### src/qdu_consts.svh
// Constants for the quad converter update slave
`ifndef QDU_CONSTS_SVH
`define QDU_CONSTS_SVH

// Clock and bus rates, in hertz and bits per second
`define QDU_CLK_HZ        40000000
`define QDU_STD_BPS       100000
`define QDU_FAST_BPS      400000
`define QDU_HS_BPS        3400000
// Shortest high-speed bit period in clk cycles, rounded down
`define QDU_HS_BIT_CYC    (`QDU_CLK_HZ / `QDU_HS_BPS)

// Cycles after reset release before the select pins are captured
`define QDU_STRAP_CYC     2'h3

// Address byte layout
`define QDU_ADDR_PREFIX   5'h13
`define QDU_BCAST_ADDR    8'h90
`define QDU_HS_CODE       5'h01
`define QDU_BITS_PER_BYTE 4'h8

// Control byte field positions
`define QDU_CB_EXT_HI     7
`define QDU_CB_EXT_LO     6
`define QDU_CB_LOAD_HI    5
`define QDU_CB_LOAD_LO    4
`define QDU_CB_PICK_HI    2
`define QDU_CB_PICK_LO    1
`define QDU_CB_PD         0

// Load mode encodings
`define QDU_LOAD_TEMP     2'h0
`define QDU_LOAD_ONE      2'h1
`define QDU_LOAD_SYNC     2'h2
`define QDU_LOAD_BCAST    2'h3

// Reset values
`define QDU_CTRL_RST      8'h00
`define QDU_CHAN_RST      17'h00000

`endif

### src/qdu_pkg.sv
// Types for the quad converter update slave
package qdu_pkg;

  typedef enum logic [3:0] {
    QDU_ST_IDLE = 4'h1,
    QDU_ST_RECV = 4'h2,
    QDU_ST_ACK  = 4'h4,
    QDU_ST_SKIP = 4'h8
  } qdu_state_type;

  typedef enum logic [1:0] {
    QDU_PH_ADDR = 2'h0,
    QDU_PH_CTRL = 2'h1,
    QDU_PH_MSB  = 2'h2,
    QDU_PH_LSB  = 2'h3
  } qdu_phase_type;

  // Power-down flag above a 16-bit code
  typedef logic [16:0] qdu_chan_type;
  typedef logic [3:0]  qdu_mask_type;

endpackage : qdu_pkg

### src/qdu_pin_sync.sv
// Two-stage synchroniser with a delayed copy for edge finding
`timescale 1ns/100ps
module qdu_pin_sync #(
  parameter int WIDTH = 6
) (
  input  wire logic             clk,
  input  wire logic             nrst,
  input  wire logic [WIDTH-1:0] async_in,
  output logic      [WIDTH-1:0] sync_out,
  output logic      [WIDTH-1:0] sync_prev
);

  logic [WIDTH-1:0] meta;

  // Lines idle high, so reset to ones
  always_ff @(posedge clk or negedge nrst) begin
    if (!nrst) begin
      meta      <= '1;
      sync_out  <= '1;
      sync_prev <= '1;
    end else begin
      meta      <= async_in;
      sync_out  <= meta;
      sync_prev <= sync_out;
    end
  end

endmodule : qdu_pin_sync

### src/qdu_update_slave.sv
// Two-wire slave front end of a quad 16-bit converter with channel update logic
// Summary of operation
// - Standard, fast and high-speed rates, one protocol
// - Only 7-bit addresses; never acknowledge others
// - Start: data falls while clock high
// - Stop: data rises while clock high
// - Acknowledge own address through ninth clock high
// - Bytes of eight bits plus acknowledge repeat
// - Master code enters high speed, not acknowledged
// - High speed until stop returns standard/fast
// - Start, address, control, upper, lower bytes
// - Acknowledge every received write byte
// - Update at falling edge of lower acknowledge
// - Control kept; further byte pairs update again
// - Stop releases bus, returns to idle
// - Address is 10011, select pins, direction
// - Select pins captured once after power-up
// - Broadcast address 0x90 ignores select pins
// - Broadcast accepted for writes only
// - Control: ext, load, spare, pick, power-down
// - Extended bits must match pins, except in broadcast load mode
// - Load modes: temp, one, sync-all, broadcast
// - Broadcast mode: pick high selects new data
`timescale 1ns/100ps
`include "qdu_consts.svh"
module qdu_update_slave (
  input  wire logic           clk,
  input  wire logic           nrst,
  input  wire logic           scl_in,
  input  wire logic           sda_in,
  input  wire logic           dev_pin_hi,
  input  wire logic           dev_pin_lo,
  input  wire logic           ext_addr_hi,
  input  wire logic           ext_addr_lo,
  output logic                sda_out,
  output logic                sda_oe,
  output logic                high_speed_mode,
  output logic                update_strobe,
  output logic         [63:0] dac_codes,
  output qdu_pkg::qdu_mask_type dac_power_down
);
  import qdu_pkg::*;

  logic [5:0]    pin_now;
  logic [5:0]    pin_prev;
  logic [1:0]    strap_cnt;
  logic [1:0]    dev_sel;
  qdu_state_type state;
  qdu_state_type next_state;
  qdu_phase_type phase;
  logic [3:0]    bit_cnt;
  logic [7:0]    shreg;
  logic          read_flag;
  logic          upd_pend;
  logic [7:0]    mode_control_byte;
  logic [7:0]    data_hi;
  logic [15:0]   data_word;
  qdu_chan_type  temp_reg [4];
  qdu_chan_type  out_reg  [4];

  qdu_pin_sync #(.WIDTH(6)) u_sync (
    .clk       (clk),
    .nrst      (nrst),
    .async_in  ({scl_in, sda_in, dev_pin_hi, dev_pin_lo, ext_addr_hi, ext_addr_lo}),
    .sync_out  (pin_now),
    .sync_prev (pin_prev)
  );

  // Bus events seen on the synchronised lines
  wire scl_s      = pin_now[5];
  wire scl_p      = pin_prev[5];
  wire sda_s      = pin_now[4];
  wire sda_p      = pin_prev[4];
  wire scl_rise   = scl_s & ~scl_p;
  wire scl_fall   = ~scl_s & scl_p;
  wire strap_done = (strap_cnt == `QDU_STRAP_CYC);
  wire start_cond = strap_done & scl_s & scl_p & sda_p & ~sda_s;
  wire stop_cond  = strap_done & scl_s & scl_p & ~sda_p & sda_s;
  wire [1:0] ext_pins = pin_now[1:0];

  // Address decode at the end of each byte
  wire byte_done  = (state == QDU_ST_RECV) & scl_fall & (bit_cnt == `QDU_BITS_PER_BYTE);
  wire addr_own   = (shreg[7:1] == {`QDU_ADDR_PREFIX, dev_sel});
  wire addr_bcast = (shreg == `QDU_BCAST_ADDR);
  wire addr_hs    = (shreg[7:3] == `QDU_HS_CODE);
  wire in_addr    = (phase == QDU_PH_ADDR);
  // Only 7-bit own or broadcast-write addresses are taken
  wire accept     = in_addr ? (addr_own | addr_bcast) : 1'b1;

  // Control byte fields
  wire [1:0] load_mode = {mode_control_byte[`QDU_CB_LOAD_HI], mode_control_byte[`QDU_CB_LOAD_LO]};
  wire [1:0] pick      = {mode_control_byte[`QDU_CB_PICK_HI], mode_control_byte[`QDU_CB_PICK_LO]};
  wire [1:0] ext_bits  = {mode_control_byte[`QDU_CB_EXT_HI], mode_control_byte[`QDU_CB_EXT_LO]};
  wire       is_bcast  = (load_mode == `QDU_LOAD_BCAST);
  wire       ext_ok    = is_bcast | (ext_bits == ext_pins);
  wire       ack_end   = (state == QDU_ST_ACK) & scl_fall;
  wire       do_update = ack_end & upd_pend & ext_ok;
  wire qdu_chan_type new_entry = {mode_control_byte[`QDU_CB_PD], data_word};

  // Whether channel ch takes the new data into its temporary register
  function automatic logic temp_load(input logic [1:0] mode, input logic [1:0] sel,
                                     input logic [1:0] ch);
    temp_load = (mode == `QDU_LOAD_BCAST) ? sel[1] : (sel == ch);
  endfunction : temp_load

  // Output register source: 2 new data, 1 temporary copy, 0 hold
  function automatic logic [1:0] out_src(input logic [1:0] mode, input logic [1:0] sel,
                                         input logic [1:0] ch);
    case (mode)
      `QDU_LOAD_ONE:   out_src = (sel == ch) ? 2'h2 : 2'h0;
      `QDU_LOAD_SYNC:  out_src = (sel == ch) ? 2'h2 : 2'h1;
      `QDU_LOAD_BCAST: out_src = sel[1] ? 2'h2 : 2'h1;
      default:         out_src = 2'h0;
    endcase
  endfunction : out_src

  // Capture the device-select pins once after reset release
  always_ff @(posedge clk or negedge nrst) begin
    if (!nrst) begin
      strap_cnt <= 2'h0;
      dev_sel   <= 2'h0;
    end else if (!strap_done) begin
      strap_cnt <= strap_cnt + 2'h1;
      if (strap_cnt == `QDU_STRAP_CYC - 2'h1) begin
        dev_sel <= pin_now[3:2];
      end
    end
  end

  always_comb begin
    next_state = state;
    case (state)
      QDU_ST_IDLE: next_state = QDU_ST_IDLE;
      QDU_ST_RECV: begin
        if (byte_done) begin
          next_state = accept ? QDU_ST_ACK : QDU_ST_SKIP;
        end
      end
      QDU_ST_ACK: begin
        if (scl_fall) begin
          next_state = read_flag ? QDU_ST_SKIP : QDU_ST_RECV;
        end
      end
      QDU_ST_SKIP: next_state = QDU_ST_SKIP;
      default:     next_state = QDU_ST_IDLE;
    endcase
    if (start_cond) begin
      next_state = QDU_ST_RECV;
    end else if (stop_cond) begin
      next_state = QDU_ST_IDLE;
    end
  end

  always_ff @(posedge clk or negedge nrst) begin
    if (!nrst) begin
      state <= QDU_ST_IDLE;
    end else begin
      state <= next_state;
    end
  end

  // Bit shifting and byte phase tracking
  always_ff @(posedge clk or negedge nrst) begin
    if (!nrst) begin
      bit_cnt   <= 4'h0;
      shreg     <= 8'h00;
      phase     <= QDU_PH_ADDR;
      read_flag <= 1'b0;
    end else if (start_cond) begin
      bit_cnt   <= 4'h0;
      phase     <= QDU_PH_ADDR;
      read_flag <= 1'b0;
    end else if (state == QDU_ST_RECV && scl_rise && bit_cnt != `QDU_BITS_PER_BYTE) begin
      shreg   <= {shreg[6:0], sda_s};
      bit_cnt <= bit_cnt + 4'h1;
    end else if (byte_done) begin
      case (phase)
        QDU_PH_ADDR: begin
          phase     <= QDU_PH_CTRL;
          read_flag <= shreg[0];
        end
        QDU_PH_CTRL: phase <= QDU_PH_MSB;
        QDU_PH_MSB:  phase <= QDU_PH_LSB;
        QDU_PH_LSB:  phase <= QDU_PH_MSB;
        default:     phase <= QDU_PH_ADDR;
      endcase
    end else if (ack_end) begin
      bit_cnt <= 4'h0;
    end
  end

  // Control byte and data word assembly
  always_ff @(posedge clk or negedge nrst) begin
    if (!nrst) begin
      mode_control_byte <= `QDU_CTRL_RST;
      data_hi           <= 8'h00;
      data_word         <= 16'h0000;
      upd_pend          <= 1'b0;
    end else if (start_cond || stop_cond) begin
      upd_pend <= 1'b0;
    end else if (byte_done) begin
      case (phase)
        QDU_PH_CTRL: mode_control_byte <= shreg;
        QDU_PH_MSB:  data_hi <= shreg;
        QDU_PH_LSB: begin
          data_word <= {data_hi, shreg};
          upd_pend  <= 1'b1;
        end
        default:     upd_pend <= 1'b0;
      endcase
    end else if (ack_end) begin
      upd_pend <= 1'b0;
    end
  end

  // Acknowledge drive and mode flags
  always_ff @(posedge clk or negedge nrst) begin
    if (!nrst) begin
      sda_out         <= 1'b0;
      sda_oe          <= 1'b0;
      high_speed_mode <= 1'b0;
      update_strobe   <= 1'b0;
    end else begin
      sda_out       <= 1'b0;
      update_strobe <= do_update;
      if (start_cond || stop_cond || ack_end) begin
        sda_oe <= 1'b0;
      end else if (byte_done && accept) begin
        sda_oe <= 1'b1;
      end
      if (stop_cond) begin
        high_speed_mode <= 1'b0;
      end else if (byte_done && in_addr && addr_hs) begin
        high_speed_mode <= 1'b1;
      end
    end
  end

  // Per-channel temporary and output registers
  for (genvar ch = 0; ch < 4; ch++) begin : g_chan
    wire       t_ld = temp_load(load_mode, pick, 2'(ch));
    wire [1:0] o_sr = out_src(load_mode, pick, 2'(ch));

    always_ff @(posedge clk or negedge nrst) begin
      if (!nrst) begin
        temp_reg[ch] <= `QDU_CHAN_RST;
        out_reg[ch]  <= `QDU_CHAN_RST;
      end else if (do_update) begin
        if (t_ld) begin
          temp_reg[ch] <= new_entry;
        end
        if (o_sr == 2'h2) begin
          out_reg[ch] <= new_entry;
        end else if (o_sr == 2'h1) begin
          out_reg[ch] <= temp_reg[ch];
        end
      end
    end

    assign dac_codes[16*ch +: 16] = out_reg[ch][15:0];
    assign dac_power_down[ch]     = out_reg[ch][16];
  end
endmodule : qdu_update_slave

### config.mk
export PLATFORM = sky130hd
export DESIGN_NAME = qdu_update_slave
export DESIGN_NICKNAME = d
export VERILOG_FILES = /design/src/qdu_pkg.sv /design/src/qdu_pin_sync.sv /design/src/qdu_update_slave.sv
export VERILOG_INCLUDE_DIRS = /design/src
export SDC_FILE = /design/constraint.sdc
export NUM_CORES = 1
export LEC_CHECK = 0
export ABC_AREA = 1
export BUFFER_PORTS_ARGS = -buffer_cell sky130_fd_sc_hd__buf_2
export CAP_MARGIN = 30
export CORE_MARGIN = 2
export CORE_UTILIZATION = 54
export CTS_CLUSTER_DIAMETER = 100
export DETAILED_ROUTE_END_ITERATION = 6
export GPL_TIMING_DRIVEN = 1
export HOLD_SLACK_MARGIN = 0.15
export PLACE_DENSITY_LB_ADDON = 0.05
export SLEW_MARGIN = 20
export SYNTH_ARGS = -nofsm -noshare
export SYNTH_HDL_FRONTEND = slang
export SYNTH_SLANG_ARGS = --single-unit
### constraint.sdc
create_clock -name clk -period 2.7 [get_ports clk]
set_input_delay 0.27 -clock clk [delete_from_list [all_inputs] [get_ports clk]]
set_output_delay 0.27 -clock clk [all_outputs]
set_load 0.05 [all_outputs]
Word-level counts from Yosys, hierarchy flattened. Index checks and enable logic that the tools add are counted. W data, S select, Z words.

Mux-type cells: 53. $add $sub $neg: 2. Bitwise logic cells: 22. Eq/ne operators: 33. Reduce and logical (&&, ||, !) cells: 39.

Operators by type and width (count): $mux W17 (8); $mux W4 (10); $pmux W2 S3 (5); $reduce_and A2 Y1 (14); $eq A2 B2 Y1 const B (12); $mux W2 (12); $mux W1 (16); $reduce_bool A2 Y1 (8); $eq A2 B1 Y1 const B (7); $and A1 B1 Y1 (13); $ne A4 B4 Y1 const B (3); $pmux W4 S3 (1); $reduce_and A3 Y1 (4); $eq A4 B4 Y1 const B (2); $eq A8 B8 Y1 const B (1); $eq A7 B7 Y1 (1); $not A1 Y1 (7); $ne A3 B2 Y1 const B (2); $reduce_bool A3 Y1 (2); $eq A5 B1 Y1 const B (1); $logic_and A1 B1 Y1 (5); $add A4 B1 Y4 const B (1); $eq A4 B2 Y1 const B (1); $eq A4 B3 Y1 const B (1); 8 further kinds (12).

Output and inout port bits: 72. Input bits: 8. Word-level logic and storage cells: 174. Register bits after elaboration: 213.

Longest topological paths before layout. Gate-level depths: netlist of run 1.

Depth in word-level cells: 8. Mapped depth: 12. Mapped depth without buffers: 10.

Modules after synthesis. A second synthesis of run 1 with hierarchy kept.

Cells, all modules: 1033. Area, all modules: 9785.6 µm².

Modules (own cells, without submodules): qdu_update_slave (area each 9312.7 µm², instances 1, cells an instance 1015, seq. area each 4855.9 µm²); qdu_pin_sync (area each 473.0 µm², instances 1, cells an instance 18, seq. area each 473.0 µm²).

Worst setup path before layout of run 1. Ideal clock, no wire load.

Kind: register -> register. Start point: register mode_control_byte[2]. End point: register out_reg, in the netlist dac_codes[23]. Data required time: 2581 ps. Path buffers: 3. Data arrival time: 2349 ps. Library setup time: 119 ps. Slack: 231 ps. Cell stages (with the launch flop): 12. Clock period less this slack: 2469 ps. Path through: dfrtp_1 > inv_1 > nand2_1 > o21ai_2 > buf_2 > o21a_1 > ha_1 > buf_2 > clkbuf_1 > mux2_2 > nand4_1 > nand2_1.

Longest elaborated chain between the ends: 6. Elaborated cells between the ends (all ways): 10. Classes of those cells: 3 x eq/ne; 5 x mux; 2 x reduce/logical.

Ends and longest elaborated chain: from (decl) (RTL line qdu_update_slave.sv:55) `logic [7:0] mode_control_byte;`; from (signal assigned) (RTL line qdu_update_slave.sv:195) `` mode_control_byte <= `QDU_CTRL_RST; ``; from (signal assigned) (RTL line qdu_update_slave.sv:203) `QDU_PH_CTRL: mode_control_byte <= shreg;`; $eq A2 B1 Y1 (RTL line qdu_update_slave.sv:110, qdu_update_slave.sv:111); $mux W2 (on tied branches) (RTL line qdu_update_slave.sv:111, qdu_update_slave.sv:110); $pmux W2 S3 (*) (RTL line qdu_update_slave.sv:109) `case (mode)`; $eq A2 B2 Y1 / $eq A2 B1 Y1 (equally long branches) (RTL line qdu_update_slave.sv:252, qdu_update_slave.sv:254); $reduce_bool A2 Y1 (no line); $reduce_and A2 Y1 (no line); to (signal, indexed assignment) (RTL line qdu_update_slave.sv:247) `` out_reg[ch] <= `QDU_CHAN_RST; ``; to (signal, indexed assignment) (RTL line qdu_update_slave.sv:253) `out_reg[ch] <= new_entry;`; to (signal, indexed assignment) (RTL line qdu_update_slave.sv:255) `out_reg[ch] <= temp_reg[ch];`; to (decl) (RTL line qdu_update_slave.sv:59) `qdu_chan_type out_reg [4];`.

Every way passes the cells marked *; elsewhere a longest branch is shown, timed or not. A chain may end at the register's enable or synchronous reset.

Worst setup path after layout of run 1.
Start point: register mode_control_byte[2]. End point: register out_reg, in the netlist dac_codes[49].

Longest elaborated chain between the ends: 6. Elaborated cells between the ends (all ways): 10. Classes of those cells: 3 x eq/ne; 5 x mux; 2 x reduce/logical.

Ends and longest elaborated chain (RTL line): $eq A2 B2 Y1 (qdu_update_slave.sv:110, qdu_update_slave.sv:111); $mux W2 (on tied branches) (qdu_update_slave.sv:111, qdu_update_slave.sv:110); $pmux W2 S3 (*) (qdu_update_slave.sv:109); $eq A2 B2 Y1 / $eq A2 B1 Y1 (equally long branches) (qdu_update_slave.sv:252, qdu_update_slave.sv:254); $reduce_bool A2 Y1 (no line); $reduce_and A2 Y1 (no line).

Marks and branches as above.

==> results.md, run 1 <==
* Synth cell count leaders: nand2_1 (349), dfrtp_1 (193), nand4_1 (138)
* Nets@finish at between 1000 and 1500
* Most common cell in the synthesized netlist: nand2_1
* Skew-Pair Late Insertion Delay at ~0.5 ns
* Row Count at 49
* Worst r2r path cells at 7
* Post-synth EDFFs at 0
* Leading post-synthesis cells by cell area: dfrtp_1 (49%), nand2_1 (13%), nand4_1 (8.8%)
* Syn_nets at between 1000 and 1500
* FMAX at approximately 430 MHz
* Ys flop type: dfrtp_1
* Final setup margin at 0.385 ns
* Crit-path cells: a21boi_0 > nand2_1 > ha_1 > clkinv_1 > nand3_2 > nand2_1 > nand2_1
* Slowest-stage cell, CP: dfrtp_1
* Pleak at 6.03 nW
* Largest stage delay, worst path at between 0.4 and 0.5 ns
* Switching power at approximately 1.4 mW
* Setup Total Neg Slack at 0 ns
* Resize count post-CTS at 0
* Initial DRC Count at 540
* Vias in the first global route at about 7000
* Number of remaining DRC errors at 0
* Setup repair after global routing missed its margin: false
* Status: finished clean
* Total core area at 17900 µm²
* I/O pin cnt at 80
* CTS tree: yes
* Synthesis-to-finish area growth at 13.4%
* Post-synth top area share at 0.491
* Largest net degree at the start of global routing at 64
* Cell Area, Synth at 9840 µm²
* Reg-to-reg endpoint: dac_codes[49]
* Required @ worst endpoint at approximately 3.1 ns
* Clock tree sinks at 208
* Place WS at around 0.46 ns
* Multi-input logic area at approximately 4000 µm²
* HP Class: input port to async pin
* CTS buffer count at 24
* Logic pwr share at 0.024
* Critical path origin: mode_control_byte[2]
* Die area at 19300 µm²
* PD cells at between 500 and 600 nW/µm²
* Async set-reset flop share out of synthesis at 1.00
* Worst reg2reg path startpoint: mode_control_byte[2]
* Final Instance Area at 11200 µm²
* Final wirelength at 22500 µm
* Design Power at between 6 and 7 mW
* P_int at 5.01 mW
* Max-slew violation count at 0
* Skew final at around 0.013 ns
* Filler instances at 1563
* Sequential area share after synthesis at 0.531
* Post-Synthesis Cells at just over 1000
* PortBufs at 78
* Slew Limit Headroom at 0.618
* Setup bufs post-CTS at 0
* Initial Utilization at 0.549
* Global route total overflow at 0
* Wire length per cell at 16.9 µm
* DP Area at 10300 µm²
* Fin crit period at about 2.3 ns
* Post-route ant nets at 0
* Clk pwr share at 0.484
* Chip height at about 140 µm
* Biggest area consumer among synthesized cells: dfrtp_1
* Syn Area/Cell at ~9.6 µm²
* Worst slew pin tran at approximately 0.57 ns
* Worst Setup Start Kind: flop
* Max clock buf depth at 3
* CP arrival at 2.76 ns
* Initial antenna violation count at 0
* Sw frac at 0.216
* Drt first pass iters at 5
* Final setup viols at 0
* Post-DR vias/cell at roughly 5.5
* Horiz. Die Dim at approximately 140 µm
* Worst-path clk slew at about 0.06 ns
* WS Path Type: flop to flop
* Seq cells post-synth at roughly 210
* Worst R2R Setup Slack at a little under 0.4 ns
* Detailed-route via count at 7337
* Netlist cell types at 38
* Hpwl dp at around 14000 µm
* Sequential Area at ~5200 µm²
* Layout cell share with drive strength beyond 1 at 0.252
* Most used cell, CP: nand2_1
* Final hold violations at 0
* Number of flip-flops in the largest register at 68
* Total GRT Usage at 0.236
* Max Cap Viol at 0
* RePlAce Congestion at 0.856
* Seq pwr share at 0.492
* Yosys warns at 0
* First-pass GRT wire length at about 38000 µm
* Crit path max fanout at 18
* Fin crit share at 0.857
* H-tree lvl count at 1
* Worst IR Drop VDD at around 0.63 mV
* Nature of the critical path endpoint: flop
* CTS root buf: clkbuf_16
* Hold-fix buffers at CTS at 7
* Number of diodes at 0
## critical path: cells and delay by family, from the launching register on
family	cells	cell delay (ns)
adder cells (fa/ha/maj)	1	0.31
flip-flops	1	0.44
AND/OR/NAND/NOR	4	0.72
AO/OA/AOI/OAI	1	0.38
buffers and inverters	1	0.39
## per-stage QoR
step	util	hold slack (ns)	std cells
3_5_place_dp	0.577	0.298	1283
5_1_grt	0.623	0.342	1332
4_1_cts	0.623	0.322	1332
2_1_floorplan	-	-0.0256	1028
6_report	0.623	0.304	1332
3_3_place_gp	0.577	0.289	1283
## cells by family after synthesis
group / Yosys count / synth area share
adder cells (fa/ha/maj): 13 / 0.0165
buffers and inverters: 120 / 0.0634
multiplexers: 70 / 0.0801
AO/OA/AOI/OAI: 57 / 0.0382
XOR/XNOR: 5 / 0.00445
other: 1 / 0.000381
AND/OR/NAND/NOR: 554 / 0.266
flip-flops: 208 / 0.531
## per-layer routing
metal  up-vias  wire [µm]  GRT usage
met3        29       1080     0.0363
li1       3607          -          -
met1      3525      10700      0.357
met4         0        417     0.0532
met5         -          0          0
met2       176      10300      0.363
## worst max path at each step
stage | depth (start not counted) | slack, ns | to
after floorplan | 11 | 0.23 | dac_codes[23]
after global placement | 7 | 0.53 | dac_codes[52]
after detailed placement | 7 | 0.46 | dac_codes[52]
after CTS | 7 | 0.41 | dac_codes[49]
after global routing | 7 | 0.14 | dac_codes[49]
final | 7 | 0.39 | dac_codes[49]
## layout by cell type, fill, tap and decap left out, types with 2 or more instances in the layout
cell and instances:
nand2_1 349, dfrtp_1 193, nand4_1 138, buf_2 77, mux2_2 70, inv_1 33, clkbuf_16 26, buf_4 25
nand3_1 22, o21ai_2 21, nor2_1 18, o21ai_0 18, dfstp_2 15, ha_1 13, nand3_2 9, nand2_2 7
a21oi_1 7, dlygate4sd3_1 7, clkbuf_1 6, nand2_4 4, clkinv_1 4, o21ai_1 4, clkinv_2 4, clkbuf_8 4
buf_12 4, xor2_1 3, a21boi_0 2, inv_2 2, xnor2_1 2, o22ai_1 2, clkinv_4 2
## final cells by class
type / instances / area share
clock buffer: 35 / 0.0641
clock inverter: 7 / 0.00393
inverter: 39 / 0.0131
multi-input combinational: 700 / 0.359
sequential: 208 / 0.468
tap: 229 / 0.0257
timing repair buffer: 114 / 0.0661
## power by group through the flow
| stage | clock network [mW] | registers, mW | logic [mW] |
|---|---|---|---|
| 3_3_place_gp | 0 | 3.20 | 0.150 |
| 4_1_cts | 3.17 | 3.15 | 0.159 |
| 5_1_grt | 3.28 | 3.15 | 0.174 |
| 6_report | 3.09 | 3.15 | 0.154 |
| 2_1_floorplan | 0 | 3.20 | 0.0555 |
| 3_5_place_dp | 0 | 3.20 | 0.151 |
Note: power is estimated with default switching activity, not from simulation.
==> run 2: changes to the inputs <==
--- a/config.mk
+++ b/config.mk
@@ -13,10 +13,11 @@
 export CORE_UTILIZATION = 54
 export CTS_CLUSTER_DIAMETER = 100
 export DETAILED_ROUTE_END_ITERATION = 6
-export GPL_TIMING_DRIVEN = 1
+export GPL_TIMING_DRIVEN = 0
 export HOLD_SLACK_MARGIN = 0.15
 export PLACE_DENSITY_LB_ADDON = 0.05
 export SLEW_MARGIN = 20
 export SYNTH_ARGS = -nofsm -noshare
 export SYNTH_HDL_FRONTEND = slang
 export SYNTH_SLANG_ARGS = --single-unit
+export TNS_END_PERCENT = 5
==> constraint.sdc (replaced) <==
create_clock -name clk -period 2.7 [get_ports clk]
set_input_delay 0.54 -clock clk [delete_from_list [all_inputs] [get_ports clk]]
set_output_delay 0.54 -clock clk [all_outputs]
set_load 0.05 [all_outputs]
==> run 2 against run 1 <==
Against the previous run: flip-flop and latch count is the same; non-clock buffer count grew 53; wire length grew 5.5%; cell area rose by 3.4%; clock-buffer cell count up 3; via count increased by 3.0%; critical endpoint is now dac_codes[39].
==> results.md, run 2 (synthesis gave the netlist of run 1 again) <==
* Status: finished clean (unchanged)
* Slew Limit Headroom at 0.521 (was 0.618)
* HP Class: flop to flop (was input port to async pin)
* Detailed-route via count at 7556 (was 7337)
* Nets@finish at 1161 (was 1108)
* Setup bufs post-CTS at 0 (unchanged)
* Final setup viols at 0 (unchanged)
* Number of flip-flops in the largest register at 68 (unchanged)
* Skew-Pair Late Insertion Delay at 0.52 ns (was 0.51 ns)
* Horiz. Die Dim at 139 µm (unchanged)
* CP arrival at 3.00 ns (was 2.76 ns)
* Max clock buf depth at 3 (unchanged)
* Total core area at 17900 µm² (unchanged)
* I/O pin cnt at 80 (unchanged)
* Setup repair after global routing missed its margin: true (was false)
* First-pass GRT wire length at 39000 µm (was 37500 µm)
* CTS tree: yes (unchanged)
* RePlAce Congestion at 0.824 (was 0.856)
* Most frequent cells in the layout: nand2_1 (349), dfrtp_1 (193), nand4_1 (138) (unchanged)
* Layout cell share with drive strength beyond 1 at 0.282 (was 0.252)
* Global route total overflow at 0 (unchanged)
* Layout Utilization at 0.644 (was 0.623)
* Max Cap Viol at 0 (unchanged)
* Clock tree sinks at 208 (unchanged)
* Final setup margin at 0.105 ns (was 0.385 ns)
* Hold Slack at 0.354 ns (was 0.304 ns)
* Fin crit period at 2.59 ns (was 2.31 ns)
* Number of diodes at 0 (unchanged)
* Die area at 19300 µm² (unchanged)
* Number of remaining DRC errors at 0 (unchanged)
* Vias in the first global route at 7301 (was 6940)
* Synthesis-to-finish area growth at 17.2% (was 13.4%)
* Place WS at -0.330 ns (was 0.461 ns)
* Fin crit share at 0.961 (was 0.857)
* Skew final at 0.0105 ns (was 0.0126 ns)
* Commonest non-fill, non-tap cell in the layout: nand2_1 (unchanged)
* Required @ worst endpoint at 3.10 ns (was 3.14 ns)
* FMAX at 385 MHz (was 432 MHz)
* CTS buffer count at 24 (unchanged)
* Final hold violations at 0 (unchanged)
* PortBufs at 78 (unchanged)
* Largest net degree at the start of global routing at 86 (was 64)
* Hpwl dp at 15500 µm (was 14100 µm)
* Pleak at 6.29 nW (was 6.03 nW)
* Nature of the critical path endpoint: flop (unchanged)
* Initial DRC Count at 569 (was 540)
* H-tree lvl count at 1 (unchanged)
* CTS root buf: clkbuf_16 (unchanged)
* Wire length per cell at 17.1 µm (was 16.9 µm)
* Worst IR Drop VDD at 0.431 mV (was 0.631 mV)
* Post-route ant nets at 0 (unchanged)
* Initial antenna violation count at 0 (unchanged)
* Initial Utilization at 0.549 (unchanged)
* Row Count at 49 (unchanged)
* Filler instances at 1561 (was 1563)
* Max-slew violation count at 0 (unchanged)
* Worst slew pin tran at 0.719 ns (was 0.571 ns)
* PD cells at 581 nW/µm² (was 574 nW/µm²)
* Worst Setup Start Kind: flop (unchanged)
* Total GRT Usage at 0.249 (was 0.236)
* Crit path max fanout at 10 (was 18)
* WS Path Type: flop to flop (unchanged)
* Chip height at 139 µm (unchanged)
* Final wirelength at 23700 µm (was 22500 µm)
* Post-DR vias/cell at 5.45 (was 5.51)
* Worst-path clk slew at 0.06 ns (about the same)
* Drt first pass iters at 5 (unchanged)
[run 2: cell types whose count changed in the layout (fill, tap and decap cells not counted), sizes merged]
| cell | delta |
|---|---|
| bufinv | +1 |
| clkbuf | +17 |
| clkinvlp | +1 |
| inv | -1 |
| clkinv | -2 |
| buf | +39 |
[run 2: final timing paths]
check | startpoint | end | slack [ns] | cells past startpoint
max reg2reg | mode_control_byte[5] | dac_codes[39] | 0.11 | 10
max | mode_control_byte[5] | dac_codes[39] | 0.11 | 10
max in group asynchronous | nrst | u_sync.sync_out[0] | 1.03 | 4
min reg2reg | u_sync.meta[3] | u_sync.sync_out[3] | 0.35 | 0
min in group asynchronous | nrst | dac_codes[2] | 0.50 | 2
min | u_sync.meta[3] | u_sync.sync_out[3] | 0.35 | 0
[run 2: layer usage]
layer	wire length, µm	share of wire	GRT usage	up-vias
met5	0	0	0	-
met1	11300	0.48	0.368	3639
met4	441	0.019	0.0633	0
li1	-	-	-	3711
met2	10800	0.46	0.390	172
met3	1160	0.049	0.0380	34
[run 2: layout make-up]
| type | count | area [µm²] | area share |
|---|---|---|---|
| clock inverter | 6 | 55.1 | 0.00478 |
| inverter | 39 | 150 | 0.0130 |
| sequential | 208 | 5220 | 0.453 |
| tap | 229 | 287 | 0.0249 |
| timing repair buffer | 87 | 526 | 0.0456 |
| multi-input combinational | 700 | 4000 | 0.347 |
| clock buffer | 38 | 795 | 0.0689 |
| buffer | 80 | 487 | 0.0422 |
[run 2: where the power goes]
part	leakage (nW)	switching [mW]	internal, mW
logic	3.02	0.118	0.0393
registers	2.84	0.00791	3.14
clock network	0.429	1.29	2.10
total	6.29	1.42	5.28
[run 2: timing repair]
action                     CTS  global route
setup endpoints to repair   10            30
resized for setup            4             5
hold endpoints to repair    50             0
hold buffers                 7             0
gates cloned                 0             0
[run 2: through the flow]
| stage | setup TNS, ns | instance area (µm²) | instances | power (mW) |
|---|---|---|---|---|
| global route | -0.511 | 11500 | 1387 | 6.92 |
| floorplan | 0 | 9840 | 1028 | 3.26 |
| detailed placement | -3.04 | 10600 | 1337 | 3.36 |
| global placement | -497.74 | 10500 | 1335 | 3.35 |
| CTS | 0 | 11500 | 1388 | 6.75 |
| finish | 0 | 11500 | 1387 | 6.70 |
[run 2: worst max-delay path, cell delays in order (launching register included)]
cell	delay [ns]
dfrtp_1	0.42
nand2_1	0.12
inv_1	0.15
nand2_2	0.15
a21oi_1	0.18
ha_1	0.15
buf_2	0.21
clkbuf_1	0.49
mux2_2	0.41
nand4_1	0.11
nand2_1	0.08
